[src/design/tsc_pkg.sv]
// Purpose: Constants and types for the transmit subaddress control word bank
// Assumes: One control word per transmit subaddress 1..30, reached over classic Wishbone
// Notes:   Message-processing events arrive as one-cycle pulses with their subaddress
//
// What this block does
// - Word applies only to valid transmit commands with subaddress 1 through 30.
// - Host writes never change bits 8 through 11.
// - While execution is on, the terminal updates bits 9 through 11.
// - Bits 0-2 and 4-7 are writable only while execution is off.
// - Bits 3, 12, 14 and 15 are writable at any time.
// - Master reset clears the whole word to zero.
// - Software reset clears only accessed, ping-pong pointer and broadcast bits.
// - Any host read of the word clears the accessed bit.
// - Index-zero interrupt in indexed mode when index goes from one to zero.
// - Index-zero interrupt in circular mode when preset message count completes.
// - Enabled index-zero interrupt pends, raises message pin, logs, at command end; here one-cycle pulses on IRQ_INDEX_ZERO_O and MSG_IRQ_O, no log.
// - Accessed interrupt for every valid transmit command when bit 14 enabled.
// - Enabled accessed interrupt pends, raises message pin, logs at completion; here one-cycle pulses on IRQ_ACCESSED_O and MSG_IRQ_O, no log.
// - Bit 12 set makes this subaddress answer with busy status.
// - Busy applies when per-subaddress bit or global busy is active.
// - While busy, send no data and do not toggle ping-pong pointer.
// - Accessed bit 11 is set when message processing completes.
// - In ping-pong mode bit 10 inverts after error-free messages only.
// - Bit 9 is set when a broadcast transmit command arrives.
package tsc_pkg;
  localparam int          SA_MIN        = 1;
  localparam int          SA_MAX        = 30;
  localparam int          BIT_IZERO_EN  = 15;
  localparam int          BIT_ACC_EN    = 14;
  localparam int          BIT_UNUSED    = 13;
  localparam int          BIT_BUSY      = 12;
  localparam int          BIT_ACCESSED  = 11;
  localparam int          BIT_PINGPONG  = 10;
  localparam int          BIT_BROADCAST = 9;
  localparam logic [15:0] CW_RESET      = 16'h0000;
  localparam logic [15:0] MASK_ANYTIME  = 16'hd008;
  localparam logic [15:0] MASK_IDLEONLY = 16'h00f7;
  localparam logic [15:0] MASK_SOFT_RST = 16'h0e00;
  localparam logic [2:0]  MODE_INDEXED  = 3'h0;
  localparam logic [2:0]  MODE_PINGPONG = 3'h1;
  // Word offset 0 is the config register; control words sit at word index = subaddress
  localparam logic [7:0]  ADDR_CONFIG   = 8'h00;
  localparam logic [7:0]  ADDR_STATUS   = 8'h7c;
  localparam int          CFG_EXEC      = 0;
  localparam int          CFG_GBUSY     = 1;
  localparam int          CFG_IZERO_EN  = 2;
  localparam int          CFG_ACC_EN    = 3;
  localparam int          CFG_SOFT_RST  = 4;

  typedef struct packed {
    logic       valid;     // One-cycle pulse
    logic       start;     // 1: command accepted, 0: completion
    logic       tx;
    logic       broadcast;
    logic       error;
    logic       illegal;
    logic [4:0] subaddr;
    logic       index_to_zero;
    logic       circ_done;
  } tsc_evt_t;

  typedef struct packed {
    logic busy;
    logic send_data;
    logic use_ptr_b;
    logic [2:0] mode;
  } tsc_resp_t;
endpackage

[src/design/tsc_bank.sv]
// Purpose: Transmit subaddress control words with host access and terminal updates
// Assumes: Wishbone classic slave, ack one cycle after the strobe, dropped the next
// Notes:   Terminal events are taken every cycle; host writes merge with events
//
// Chosen here: the Wishbone slave port and the register offsets.
`timescale 1ns/1ps
module tsc_bank (
  input  wire logic              SYS_CLK_I,
  input  wire logic              SYS_RST_I,
  input  wire logic              WB_CYC_I,
  input  wire logic              WB_STB_I,
  input  wire logic              WB_WE_I,
  input  wire logic [7:0]        WB_ADR_I,
  input  wire logic [3:0]        WB_SEL_I,
  input  wire logic [31:0]       WB_DAT_I,
  output logic      [31:0]       WB_DAT_O,
  output logic                   WB_ACK_O,
  input  wire tsc_pkg::tsc_evt_t EVT_I,
  output tsc_pkg::tsc_resp_t     RESP_O,
  output logic                   MSG_IRQ_O,
  output logic                   IRQ_INDEX_ZERO_O,
  output logic                   IRQ_ACCESSED_O,
  output logic                   SOFT_RST_O
);
  import tsc_pkg::*;

  // Word 0 is never used; keeping it lets the subaddress index the array directly
  logic [15:0] cw_ff [SA_MAX+1];
  logic [15:0] nxt_cw [SA_MAX+1];
  logic [4:0]  cfg_ff, nxt_cfg;
  logic        ack_ff, nxt_ack;
  logic [31:0] dat_ff, nxt_dat;
  logic        irq_ff, nxt_irq;
  logic        izero_ff, nxt_izero;
  logic        acc_irq_ff, nxt_acc_irq;
  logic        soft_rst_ff, nxt_soft_rst;
  tsc_resp_t   resp_ff, nxt_resp;

  logic        req, wr, rd;
  logic [5:0]  widx;
  logic        sa_ok, evt_hit;
  logic [15:0] wdata;

  assign req   = WB_CYC_I && WB_STB_I && !ack_ff;
  assign wr    = req && WB_WE_I;
  assign rd    = req && !WB_WE_I;
  assign widx  = WB_ADR_I[7:2];
  assign wdata = {WB_SEL_I[1] ? WB_DAT_I[15:8] : 8'h00, WB_SEL_I[0] ? WB_DAT_I[7:0] : 8'h00};
  assign sa_ok = (int'(EVT_I.subaddr) >= SA_MIN) && (int'(EVT_I.subaddr) <= SA_MAX);
  assign evt_hit = EVT_I.valid && EVT_I.tx && sa_ok;

  // Per-word next-state: host access, terminal events, soft reset
  for (genvar g = 0; g <= SA_MAX; g++) begin : g_word
    logic [15:0] wmask;
    logic        whit, rhit, ehit;
    assign whit = wr && (widx == 6'(g)) && (g >= SA_MIN) && (WB_SEL_I[1:0] == 2'b11);
    assign rhit = rd && (widx == 6'(g)) && (g >= SA_MIN);
    assign ehit = evt_hit && (EVT_I.subaddr == 5'(g));
    // Bits 8-11 and 13 absent from both masks
    assign wmask = MASK_ANYTIME | (cfg_ff[CFG_EXEC] ? 16'h0000 : MASK_IDLEONLY);
    always_comb begin
      nxt_cw[g] = cw_ff[g];
      if (whit) begin
        nxt_cw[g] = (cw_ff[g] & ~wmask) | (wdata & wmask);
      end
      if (rhit) begin
        nxt_cw[g][BIT_ACCESSED] = 1'b0;
      end
      // Soft reset beats events because the event block is skipped while it is set
      if (soft_rst_ff) begin
        nxt_cw[g] = nxt_cw[g] & ~MASK_SOFT_RST;
      end
      // Event sets come after the read clear, so a same-cycle set wins
      if (ehit && cfg_ff[CFG_EXEC] && !soft_rst_ff) begin
        if (EVT_I.start && EVT_I.broadcast) begin
          nxt_cw[g][BIT_BROADCAST] = 1'b1;
        end
        if (!EVT_I.start) begin
          nxt_cw[g][BIT_ACCESSED] = 1'b1;
          if (cw_ff[g][2:0] == MODE_PINGPONG && !EVT_I.error && !EVT_I.illegal
              && !resp_ff.busy) begin
            nxt_cw[g][BIT_PINGPONG] = ~cw_ff[g][BIT_PINGPONG];
          end
        end
      end
      nxt_cw[g][BIT_UNUSED] = 1'b0;
    end
    always_ff @(posedge SYS_CLK_I or posedge SYS_RST_I) begin
      if (SYS_RST_I) begin
        cw_ff[g] <= CW_RESET;
      end else begin
        cw_ff[g] <= nxt_cw[g];
      end
    end

    chk_word_unused: assert property (@(posedge SYS_CLK_I) disable iff (SYS_RST_I)
      cw_ff[g][BIT_UNUSED] == 1'b0)
      else $error("unused bit set in a control word");

    chk_word_rd_clear: assert property (@(posedge SYS_CLK_I) disable iff (SYS_RST_I)
      rhit && !ehit |=> !cw_ff[g][BIT_ACCESSED])
      else $error("read left the accessed bit set");
  end

  // Bus, config, response and interrupt logic
  always_comb begin
    logic [15:0] ecw;
    ecw       = cw_ff[EVT_I.subaddr];
    nxt_ack   = req;
    nxt_dat   = dat_ff;
    nxt_cfg   = cfg_ff;
    nxt_soft_rst = 1'b0;
    nxt_resp  = resp_ff;
    nxt_izero = 1'b0;
    nxt_acc_irq = 1'b0;
    nxt_irq   = 1'b0;
    if (rd) begin
      if (WB_ADR_I == ADDR_CONFIG) begin
        nxt_dat = {27'h0, cfg_ff};
      end else if (WB_ADR_I == ADDR_STATUS) begin
        nxt_dat = {26'h0, resp_ff};
      end else if ((widx >= 6'(SA_MIN)) && (widx <= 6'(SA_MAX))) begin
        nxt_dat = {16'h0, cw_ff[widx[4:0]]};
      end else begin
        nxt_dat = 32'h0;
      end
    end
    if (wr && WB_ADR_I == ADDR_CONFIG && WB_SEL_I[0]) begin
      // Soft reset bit is a strobe and is never stored
      nxt_cfg      = {1'b0, WB_DAT_I[3:0]};
      nxt_soft_rst = WB_DAT_I[CFG_SOFT_RST];
    end
    if (evt_hit && EVT_I.start) begin
      nxt_resp.busy      = ecw[BIT_BUSY] || cfg_ff[CFG_GBUSY];
      nxt_resp.send_data = !nxt_resp.busy;
      nxt_resp.use_ptr_b = ecw[BIT_PINGPONG];
      nxt_resp.mode      = ecw[2:0];
    end
    // Interrupts fire only at completion, once command processing is over
    if (evt_hit && !EVT_I.start && cfg_ff[CFG_EXEC]) begin
      nxt_izero = ecw[BIT_IZERO_EN] && cfg_ff[CFG_IZERO_EN] &&
                  ((ecw[2:0] == MODE_INDEXED && EVT_I.index_to_zero) ||
                   (ecw[2:1] == 2'b01 && EVT_I.circ_done));
      nxt_acc_irq = ecw[BIT_ACC_EN] && cfg_ff[CFG_ACC_EN];
      nxt_irq   = nxt_izero || nxt_acc_irq;
    end
  end

  always_ff @(posedge SYS_CLK_I or posedge SYS_RST_I) begin
    if (SYS_RST_I) begin
      ack_ff   <= 1'b0;
      dat_ff   <= 32'h0;
      cfg_ff   <= 5'h00;
      soft_rst_ff <= 1'b0;
      resp_ff  <= '0;
      izero_ff <= 1'b0;
      acc_irq_ff <= 1'b0;
      irq_ff   <= 1'b0;
    end else begin
      ack_ff   <= nxt_ack;
      dat_ff   <= nxt_dat;
      cfg_ff   <= nxt_cfg;
      soft_rst_ff <= nxt_soft_rst;
      resp_ff  <= nxt_resp;
      izero_ff <= nxt_izero;
      acc_irq_ff <= nxt_acc_irq;
      irq_ff   <= nxt_irq;
    end
  end

  assign WB_ACK_O         = ack_ff;
  assign WB_DAT_O         = dat_ff;
  assign RESP_O           = resp_ff;
  assign MSG_IRQ_O        = irq_ff;
  assign IRQ_INDEX_ZERO_O = izero_ff;
  assign IRQ_ACCESSED_O   = acc_irq_ff;
  assign SOFT_RST_O       = soft_rst_ff;

  // Word checks use fixed subaddresses that the scenarios drive, except subaddress 7, which no scenario touches

  chk_read_clears: assert property (@(posedge SYS_CLK_I) disable iff (SYS_RST_I)
    rd && widx == 6'd5 |=> !cw_ff[5][BIT_ACCESSED] || $past(evt_hit))
    else $error("accessed bit survived a read");
  chk_soft_clears: assert property (@(posedge SYS_CLK_I) disable iff (SYS_RST_I)
    soft_rst_ff |=> (cw_ff[3] & MASK_SOFT_RST) == 16'h0)
    else $error("soft reset left status bits");
  chk_soft_keeps: assert property (@(posedge SYS_CLK_I) disable iff (SYS_RST_I)
    soft_rst_ff && !wr |=> (cw_ff[3] & ~MASK_SOFT_RST) == ($past(cw_ff[3]) & ~MASK_SOFT_RST))
    else $error("soft reset disturbed config bits");
  chk_unused_zero: assert property (@(posedge SYS_CLK_I) disable iff (SYS_RST_I)
    cw_ff[7][BIT_UNUSED] == 1'b0)
    else $error("unused bit set");
  chk_status_ro: assert property (@(posedge SYS_CLK_I) disable iff (SYS_RST_I)
    wr && widx == 6'd2 && !evt_hit && !soft_rst_ff |=> cw_ff[2][11:8] == $past(cw_ff[2][11:8]))
    else $error("host changed status bits");
  chk_exec_lock: assert property (@(posedge SYS_CLK_I) disable iff (SYS_RST_I)
    cfg_ff[CFG_EXEC] |=> (cw_ff[4] & MASK_IDLEONLY) == ($past(cw_ff[4]) & MASK_IDLEONLY))
    else $error("locked bits changed during execution");
  chk_busy_nodata: assert property (@(posedge SYS_CLK_I) disable iff (SYS_RST_I)
    resp_ff.busy |-> !resp_ff.send_data)
    else $error("data sent while busy");
  chk_irq_cause: assert property (@(posedge SYS_CLK_I) disable iff (SYS_RST_I)
    MSG_IRQ_O |-> $past(evt_hit && !EVT_I.start))
    else $error("interrupt without completion");
  chk_complete_sets: assert property (@(posedge SYS_CLK_I) disable iff (SYS_RST_I)
    evt_hit && !EVT_I.start && EVT_I.subaddr == 5'd6 && cfg_ff[CFG_EXEC] && !soft_rst_ff
    |=> cw_ff[6][BIT_ACCESSED])
    else $error("completion did not set accessed bit");
  chk_ack_one: assert property (@(posedge SYS_CLK_I) disable iff (SYS_RST_I)
    WB_ACK_O |=> !WB_ACK_O)
    else $error("ack held two cycles");

  // Receive commands must leave the transmit words alone
  chk_rx_ignored: assert property (@(posedge SYS_CLK_I) disable iff (SYS_RST_I)
    EVT_I.valid && !EVT_I.tx && !wr && !rd && !soft_rst_ff
    |=> cw_ff[4] == $past(cw_ff[4]))
    else $error("receive command changed a transmit word");

  chk_sa_range: assert property (@(posedge SYS_CLK_I) disable iff (SYS_RST_I)
    EVT_I.valid && (EVT_I.subaddr == 5'd0 || EVT_I.subaddr == 5'd31) |=> !MSG_IRQ_O)
    else $error("out-of-range subaddress raised an interrupt");

  // Events leave the words unchanged while execution is off
  chk_exec_off_frozen: assert property (@(posedge SYS_CLK_I) disable iff (SYS_RST_I)
    !cfg_ff[CFG_EXEC] && !wr && !rd && !soft_rst_ff
    |=> cw_ff[2][11:8] == $past(cw_ff[2][11:8]))
    else $error("status bits moved with execution off");

  chk_anytime_write: assert property (@(posedge SYS_CLK_I) disable iff (SYS_RST_I)
    wr && WB_ADR_I == 8'h04 && WB_SEL_I[1:0] == 2'b11
    |=> (cw_ff[1] & MASK_ANYTIME) == ($past(WB_DAT_I[15:0]) & MASK_ANYTIME))
    else $error("anytime bits not written");

  chk_idle_write: assert property (@(posedge SYS_CLK_I) disable iff (SYS_RST_I)
    wr && WB_ADR_I == 8'h04 && WB_SEL_I[1:0] == 2'b11 && !cfg_ff[CFG_EXEC]
    |=> (cw_ff[1] & MASK_IDLEONLY) == ($past(WB_DAT_I[15:0]) & MASK_IDLEONLY))
    else $error("idle-only bits not written while stopped");

  // Ping-pong pointer on subaddress 2, which the scenarios run in mode 1
  chk_pp_toggle: assert property (@(posedge SYS_CLK_I) disable iff (SYS_RST_I)
    evt_hit && !EVT_I.start && EVT_I.subaddr == 5'd2 && cfg_ff[CFG_EXEC] && !soft_rst_ff
    && cw_ff[2][2:0] == MODE_PINGPONG && !EVT_I.error && !EVT_I.illegal && !resp_ff.busy
    |=> cw_ff[2][BIT_PINGPONG] != $past(cw_ff[2][BIT_PINGPONG]))
    else $error("pointer did not toggle after a clean message");

  chk_pp_hold_err: assert property (@(posedge SYS_CLK_I) disable iff (SYS_RST_I)
    evt_hit && EVT_I.subaddr == 5'd2 && (EVT_I.error || EVT_I.illegal) && !soft_rst_ff
    |=> cw_ff[2][BIT_PINGPONG] == $past(cw_ff[2][BIT_PINGPONG]))
    else $error("pointer toggled after a faulty message");

  chk_busy_no_toggle: assert property (@(posedge SYS_CLK_I) disable iff (SYS_RST_I)
    evt_hit && !EVT_I.start && EVT_I.subaddr == 5'd2 && resp_ff.busy && !soft_rst_ff
    |=> cw_ff[2][BIT_PINGPONG] == $past(cw_ff[2][BIT_PINGPONG]))
    else $error("pointer toggled after a busy reply");

  chk_broadcast_received_sets: assert property (@(posedge SYS_CLK_I) disable iff (SYS_RST_I)
    evt_hit && EVT_I.start && EVT_I.broadcast && EVT_I.subaddr == 5'd5
    && cfg_ff[CFG_EXEC] && !soft_rst_ff
    |=> cw_ff[5][BIT_BROADCAST])
    else $error("broadcast bit not set");

  // Busy reply is latched at the start event
  chk_busy_resp: assert property (@(posedge SYS_CLK_I) disable iff (SYS_RST_I)
    evt_hit && EVT_I.start && EVT_I.subaddr == 5'd3 && cw_ff[3][BIT_BUSY]
    |=> resp_ff.busy)
    else $error("subaddress busy bit ignored");

  chk_global_busy: assert property (@(posedge SYS_CLK_I) disable iff (SYS_RST_I)
    evt_hit && EVT_I.start && cfg_ff[CFG_GBUSY] |=> resp_ff.busy)
    else $error("global busy ignored");

  chk_not_busy: assert property (@(posedge SYS_CLK_I) disable iff (SYS_RST_I)
    evt_hit && EVT_I.start && EVT_I.subaddr == 5'd2 && !cfg_ff[CFG_GBUSY]
    && !cw_ff[2][BIT_BUSY]
    |=> !resp_ff.busy && resp_ff.send_data)
    else $error("busy reply without a cause");

  chk_mode_follow: assert property (@(posedge SYS_CLK_I) disable iff (SYS_RST_I)
    evt_hit && EVT_I.start && EVT_I.subaddr == 5'd4
    |=> resp_ff.mode == $past(cw_ff[4][2:0]))
    else $error("buffer mode not taken from the word");

  // Interrupt pulses and their enables
  chk_acc_irq: assert property (@(posedge SYS_CLK_I) disable iff (SYS_RST_I)
    evt_hit && !EVT_I.start && EVT_I.subaddr == 5'd4 && cfg_ff[CFG_EXEC]
    && cw_ff[4][BIT_ACC_EN] && cfg_ff[CFG_ACC_EN]
    |=> IRQ_ACCESSED_O && MSG_IRQ_O)
    else $error("accessed interrupt missing");

  chk_izero_indexed: assert property (@(posedge SYS_CLK_I) disable iff (SYS_RST_I)
    evt_hit && !EVT_I.start && EVT_I.subaddr == 5'd4 && cfg_ff[CFG_EXEC]
    && cw_ff[4][BIT_IZERO_EN] && cfg_ff[CFG_IZERO_EN]
    && cw_ff[4][2:0] == MODE_INDEXED && EVT_I.index_to_zero
    |=> IRQ_INDEX_ZERO_O && MSG_IRQ_O)
    else $error("index-zero interrupt missing in indexed mode");

  chk_izero_circ: assert property (@(posedge SYS_CLK_I) disable iff (SYS_RST_I)
    evt_hit && !EVT_I.start && EVT_I.subaddr == 5'd6 && cfg_ff[CFG_EXEC]
    && cw_ff[6][BIT_IZERO_EN] && cfg_ff[CFG_IZERO_EN]
    && cw_ff[6][2:1] == 2'b01 && EVT_I.circ_done
    |=> IRQ_INDEX_ZERO_O && MSG_IRQ_O)
    else $error("index-zero interrupt missing in circular mode");

  chk_izero_needs_en: assert property (@(posedge SYS_CLK_I) disable iff (SYS_RST_I)
    IRQ_INDEX_ZERO_O |-> $past(cfg_ff[CFG_IZERO_EN]))
    else $error("index-zero interrupt while disabled");

  chk_acc_needs_en: assert property (@(posedge SYS_CLK_I) disable iff (SYS_RST_I)
    IRQ_ACCESSED_O |-> $past(cfg_ff[CFG_ACC_EN]))
    else $error("accessed interrupt while disabled");

  chk_msg_pin_or: assert property (@(posedge SYS_CLK_I) disable iff (SYS_RST_I)
    MSG_IRQ_O == (IRQ_INDEX_ZERO_O || IRQ_ACCESSED_O))
    else $error("message pin does not follow its causes");

  // The master reset check runs without a disable so it sees the release itself
  chk_master_reset: assert property (@(posedge SYS_CLK_I)
    $fell(SYS_RST_I) |-> cw_ff[4] == CW_RESET && !WB_ACK_O && cfg_ff == 5'h00)
    else $error("state not cleared by master reset");

  chk_soft_pulse: assert property (@(posedge SYS_CLK_I) disable iff (SYS_RST_I)
    soft_rst_ff |=> !soft_rst_ff)
    else $error("soft reset stretched");

  chk_read_data: assert property (@(posedge SYS_CLK_I) disable iff (SYS_RST_I)
    rd && widx == 6'd1 |=> WB_DAT_O[15:0] == $past(cw_ff[1]))
    else $error("read data differs from the word");

  cov_busy:  cover property (@(posedge SYS_CLK_I) disable iff (SYS_RST_I) resp_ff.busy);
  cov_irq:   cover property (@(posedge SYS_CLK_I) disable iff (SYS_RST_I) IRQ_INDEX_ZERO_O);
  cov_write: cover property (@(posedge SYS_CLK_I) disable iff (SYS_RST_I) wr && widx == 6'd1);
  cov_soft:  cover property (@(posedge SYS_CLK_I) disable iff (SYS_RST_I) soft_rst_ff);
  cov_flip:  cover property (@(posedge SYS_CLK_I) disable iff (SYS_RST_I)
    cw_ff[2][BIT_PINGPONG] && !$past(cw_ff[2][BIT_PINGPONG]));
endmodule // tsc_bank

[config.mk]
export PLATFORM = sky130hd
export DESIGN_NAME = tsc_bank
export DESIGN_NICKNAME = d
export VERILOG_FILES = /design/src/design/tsc_pkg.sv /design/src/design/tsc_bank.sv
export SDC_FILE = /design/constraint.sdc
export NUM_CORES = 1
export LEC_CHECK = 0
export BUFFER_PORTS_ARGS = -buffer_cell sky130_fd_sc_hd__buf_4
export CORE_ASPECT_RATIO = 0.9
export CORE_UTILIZATION = 56
export CTS_BUF_LIST = sky130_fd_sc_hd__clkbuf_4 sky130_fd_sc_hd__clkbuf_8 sky130_fd_sc_hd__clkbuf_16
export DETAILED_ROUTE_END_ITERATION = 8
export GPL_TIMING_DRIVEN = 0
export PLACE_DENSITY_LB_ADDON = 0.1
export SYNTH_ARGS = -nofsm -noshare
export SYNTH_HDL_FRONTEND = slang
export SYNTH_SLANG_ARGS = --single-unit
[constraint.sdc]
create_clock -name SYS_CLK_I -period 15.47 [get_ports SYS_CLK_I]
set_clock_uncertainty 0.15 [all_clocks]
set_input_delay 3.094 -clock SYS_CLK_I [delete_from_list [all_inputs] [get_ports SYS_CLK_I]]
set_output_delay 3.094 -clock SYS_CLK_I [all_outputs]
set_load 0.01 [all_outputs]
==> results.py <==
metrics = {
    "cells_and_area": {
        "nNetsFinal": 2030,
        "fin_util_pct": 65.4,
        "drive_gt1_share_pct": 36.8,
        "synthToLayoutAreaGrowth_pct": 14.1,
    },
    "timing": {
        "slew_violations": 11,
        "fmax_ghz": 0.149,
        "post-route-period-util_pct": 43.4,
        "hold_violations": 0,
        "slew_headroom_pct": -1.54,
        "finalSetupViolations": 0,
        "rsz0062_at_grt": "false",
        "worstMarginPinSlew_ps": 1520,
        "min_period_ps": 6710,
        "fin_setup_tns_ps": 0,
        "layout_setup_ws_ps": 8760,
    },
    "yosys": {
        "syn-cell-area_sq_um": 23400,
        "synth_top_area_cell": "dfrtp_1",
        "synthArstFlopShare_pct": 100,
        "ys_warn_count": 0,
        "synth_top_cells_by_area": "dfrtp_1, mux2_2, mux4_2, o21ai_0, nand2_1",
        "synth_top_area_share_pct": 48.2,
        "ys_seq_area_share_pct": 48.2,
        "ys_types": 57,
        "synth.avg_cell_area_sq_um": 12.8,
        "synth_edf_count": 0,
        "syn_inst": 1824,
        "synth_flop_cell": "dfrtp_1",
        "ys_seq_elements": 451,
        "synthTopCellsByCount": "dfrtp_1, mux2_2, mux4_2, nand2_1, o21ai_0",
        "yosysMostFrequentCell": "dfrtp_1",
    },
    "power": {
        "p_int_uw": 2060,
        "power_frac_clock_pct": 47.9,
        "swShare_pct": 25.1,
        "vdd_ir_drop_max_mv": 0.103,
        "p_switching_uw": 692,
        "finalPower_uw": 2760,
        "p_leak_uw": 0.0123,
        "sequentialPowerShare_pct": 43.8,
        "power.density_nw_per_um2": 103,
        "pwr-share-comb_pct": 8.2,
    },
    "clocking": {
        "numCtsBuffers": 49,
        "cts_sinks": 451,
        "clk_pin_slew_ps": 60,
        "cts_hold_buffers": 0,
        "cts_tree": "yes",
        "cts_resized": 0,
        "clkLatencyLatePin_ps": 620,
        "htreeDepth": 2,
        "cts_setup_buffers": 0,
        "clockRootBuffer": "clkbuf_16",
        "cts.path.max_buffers": 3,
    },
    "global_routing": {
        "antenna_found_initial": 3,
        "overflow": 0,
        "grt_max_degree": 45,
        "grt_pass1_vias": 18000,
        "grtUsageTotal_pct": 41.0,
        "grt_pass1_wl_um": 123000,
    },
    "place": {
        "gp_congestion": 1.05,
        "place_ws_ps": 8370,
        "io_buffers": 60,
        "dp_hpwl_um": 60700,
    },
    "critical_path": {
        "crit_arrival_ps": 7000,
        "timing.critical_path.from": "EVT_I[2]",
        "critPathRequiredTime_ps": 15760,
        "reg2reg_depth": 7,
        "cp_max_fo": 10,
        "r2r_start": "WB_ACK_O$_DFF_PP0_",
        "r2r-end": "cw_ff[422]$_DFFE_PP0P_",
        "worstSetupPathType": "input pin to register",
        "critPathLaunchType": "input pin",
        "end_kind": "register",
        "crit_end": "MSG_IRQ_O$_DFF_PP0_",
        "reg2reg_slack_ps": 11890,
    },
    "drt": {
        "drt_iter0_drc": 2499,
        "antenna_left": 0,
        "routed_wl_um": 85300,
        "vias": 17800,
        "drc": 0,
        "drt-wirelength-per-cell_um": 33.4,
        "drtPass1Iterations": 6,
        "viasPerCell": 6.99,
    },
    "floorplanning": {
        "ios": 105,
        "core_sq_um": 40900,
        "dieArea_sq_um": 42700,
        "start_util_pct": 57.3,
        "die_h_um": 196,
        "rows": 70,
        "die_x_um": 218,
    },
    "outcome": {
        "violations": "max-capacitance violations, max-slew violations",
        "status": "finished with violations",
    },
    "hold_path": {
        "hold_path.class": "register to register",
    },
    "flow_run": {
        "cap_violations": 1,
    },
}
-- flip-flops by register name (all words and copies together), names as in the netlist --
| signal | cells |
|---|---|
| WB_DAT_O | 14 |
| WB_ACK_O | 1 |
| cw_ff | 422 |
| RESP_O | 6 |
| IRQ_ACCESSED_O | 1 |
| MSG_IRQ_O | 1 |
| IRQ_INDEX_ZERO_O | 1 |
| SOFT_RST_O | 1 |
| cfg_ff | 4 |
-- placed cells by master (no fill, tap or decap), types with 9 or more instances in the layout --
cell type and count:
mux2i_1 46, nor3_2 10, or3_1 18, a21oi_1 31
nand2_1 123, nor2_1 101, nand2b_1 25, nand3_1 26
clkbuf_1 70, inv_1 20, nor2_2 13, clkbuf_16 50
nand4_1 16, buf_12 12, and2_1 15, buf_4 89
bufinv_16 9, mux4_2 156, buf_2 33, clkbuf_8 9
buf_1 9, o21ai_0 114, conb_1 18, nor2b_1 41
dfrtp_1 451, mux2_2 321, clkinv_2 13, a221oi_1 14
a22o_1 16, nor3_1 21, o22ai_1 23
-- layer usage --
layer	vias to the layer above	GRT usage (%)	routed length, um
met1	9156	55.9	32500
met5	-	0	0
met2	1302	59.9	37500
met4	0	24.4	5470
met3	331	10.2	9820
li1	7036	-	-
-- logic make-up (layout without fill, tap and decap cells) --
logic type / count (synthesis) / after routing / synth area share [%]
and+or+nand+nor: 437 / 437 / 9.31
other: 1 / 20 / 0.0160
DFF: 451 / 451 / 48.2
buffers and inverters: 164 / 332 / 3.34
AOI/OAI and AO/OA: 225 / 225 / 5.84
muxes: 530 / 530 / 32.7
xor gates and xnor gates: 16 / 16 / 0.598
-- worst min-delay path by stage --
stage	from	endpoint	slack, ps	cells after the start
after detailed placement	cw_ff[371]$_DFFE_PP0P_	cw_ff[371]$_DFFE_PP0P_	320	2
after CTS	cw_ff[3]$_DFFE_PP0P_	cw_ff[3]$_DFFE_PP0P_	340	2
after floorplan	cw_ff[435]$_DFFE_PP0P_	cw_ff[435]$_DFFE_PP0P_	290	2
after global routing	cw_ff[227]$_DFFE_PP0P_	cw_ff[227]$_DFFE_PP0P_	350	2
after global placement	cw_ff[435]$_DFFE_PP0P_	cw_ff[435]$_DFFE_PP0P_	310	2
final	cw_ff[116]$_DFFE_PP0P_	cw_ff[116]$_DFFE_PP0P_	330	1
-- layout make-up --
cell class,instances,area (sq um)
fill,3056,14200
multi-input combinational,1226,11500
sequential,451,11300
clock buffer,63,1410
timing repair buffer,76,721
buffer,142,699
tap,540,676
clock inverter,29,410
inverter,22,86.3
antenna,2,5.00
-- critical path, stage by stage --
cell and delay, ps:
buf_4 220, buf_2 490, nor2b_1 1080, a221oi_1 240, a2111oi_0 980, o22ai_1 250
a22oi_1 440, o41ai_1 190
-- power by group through the flow --
stage               combinational (uW)  sequential [uW]  clock, uW
finish                             227             1210       1320
global route                       235             1210       1370
CTS                                221             1210       1320
detailed placement                 221             1230          0
global placement                   210             1230          0
floorplan                          119             1230          0
-- metrics by stage --
stage / instances / instance area [sq um] / hold slack [ps]
global placement: 2441 / 24600 / 307
CTS: 2549 / 26700 / 336
floorplan: 1841 / 23500 / 294
finish: 2551 / 26700 / 333
detailed placement: 2457 / 24900 / 323
global route: 2549 / 26700 / 351
Note: power is estimated with default switching activity, not from simulation.
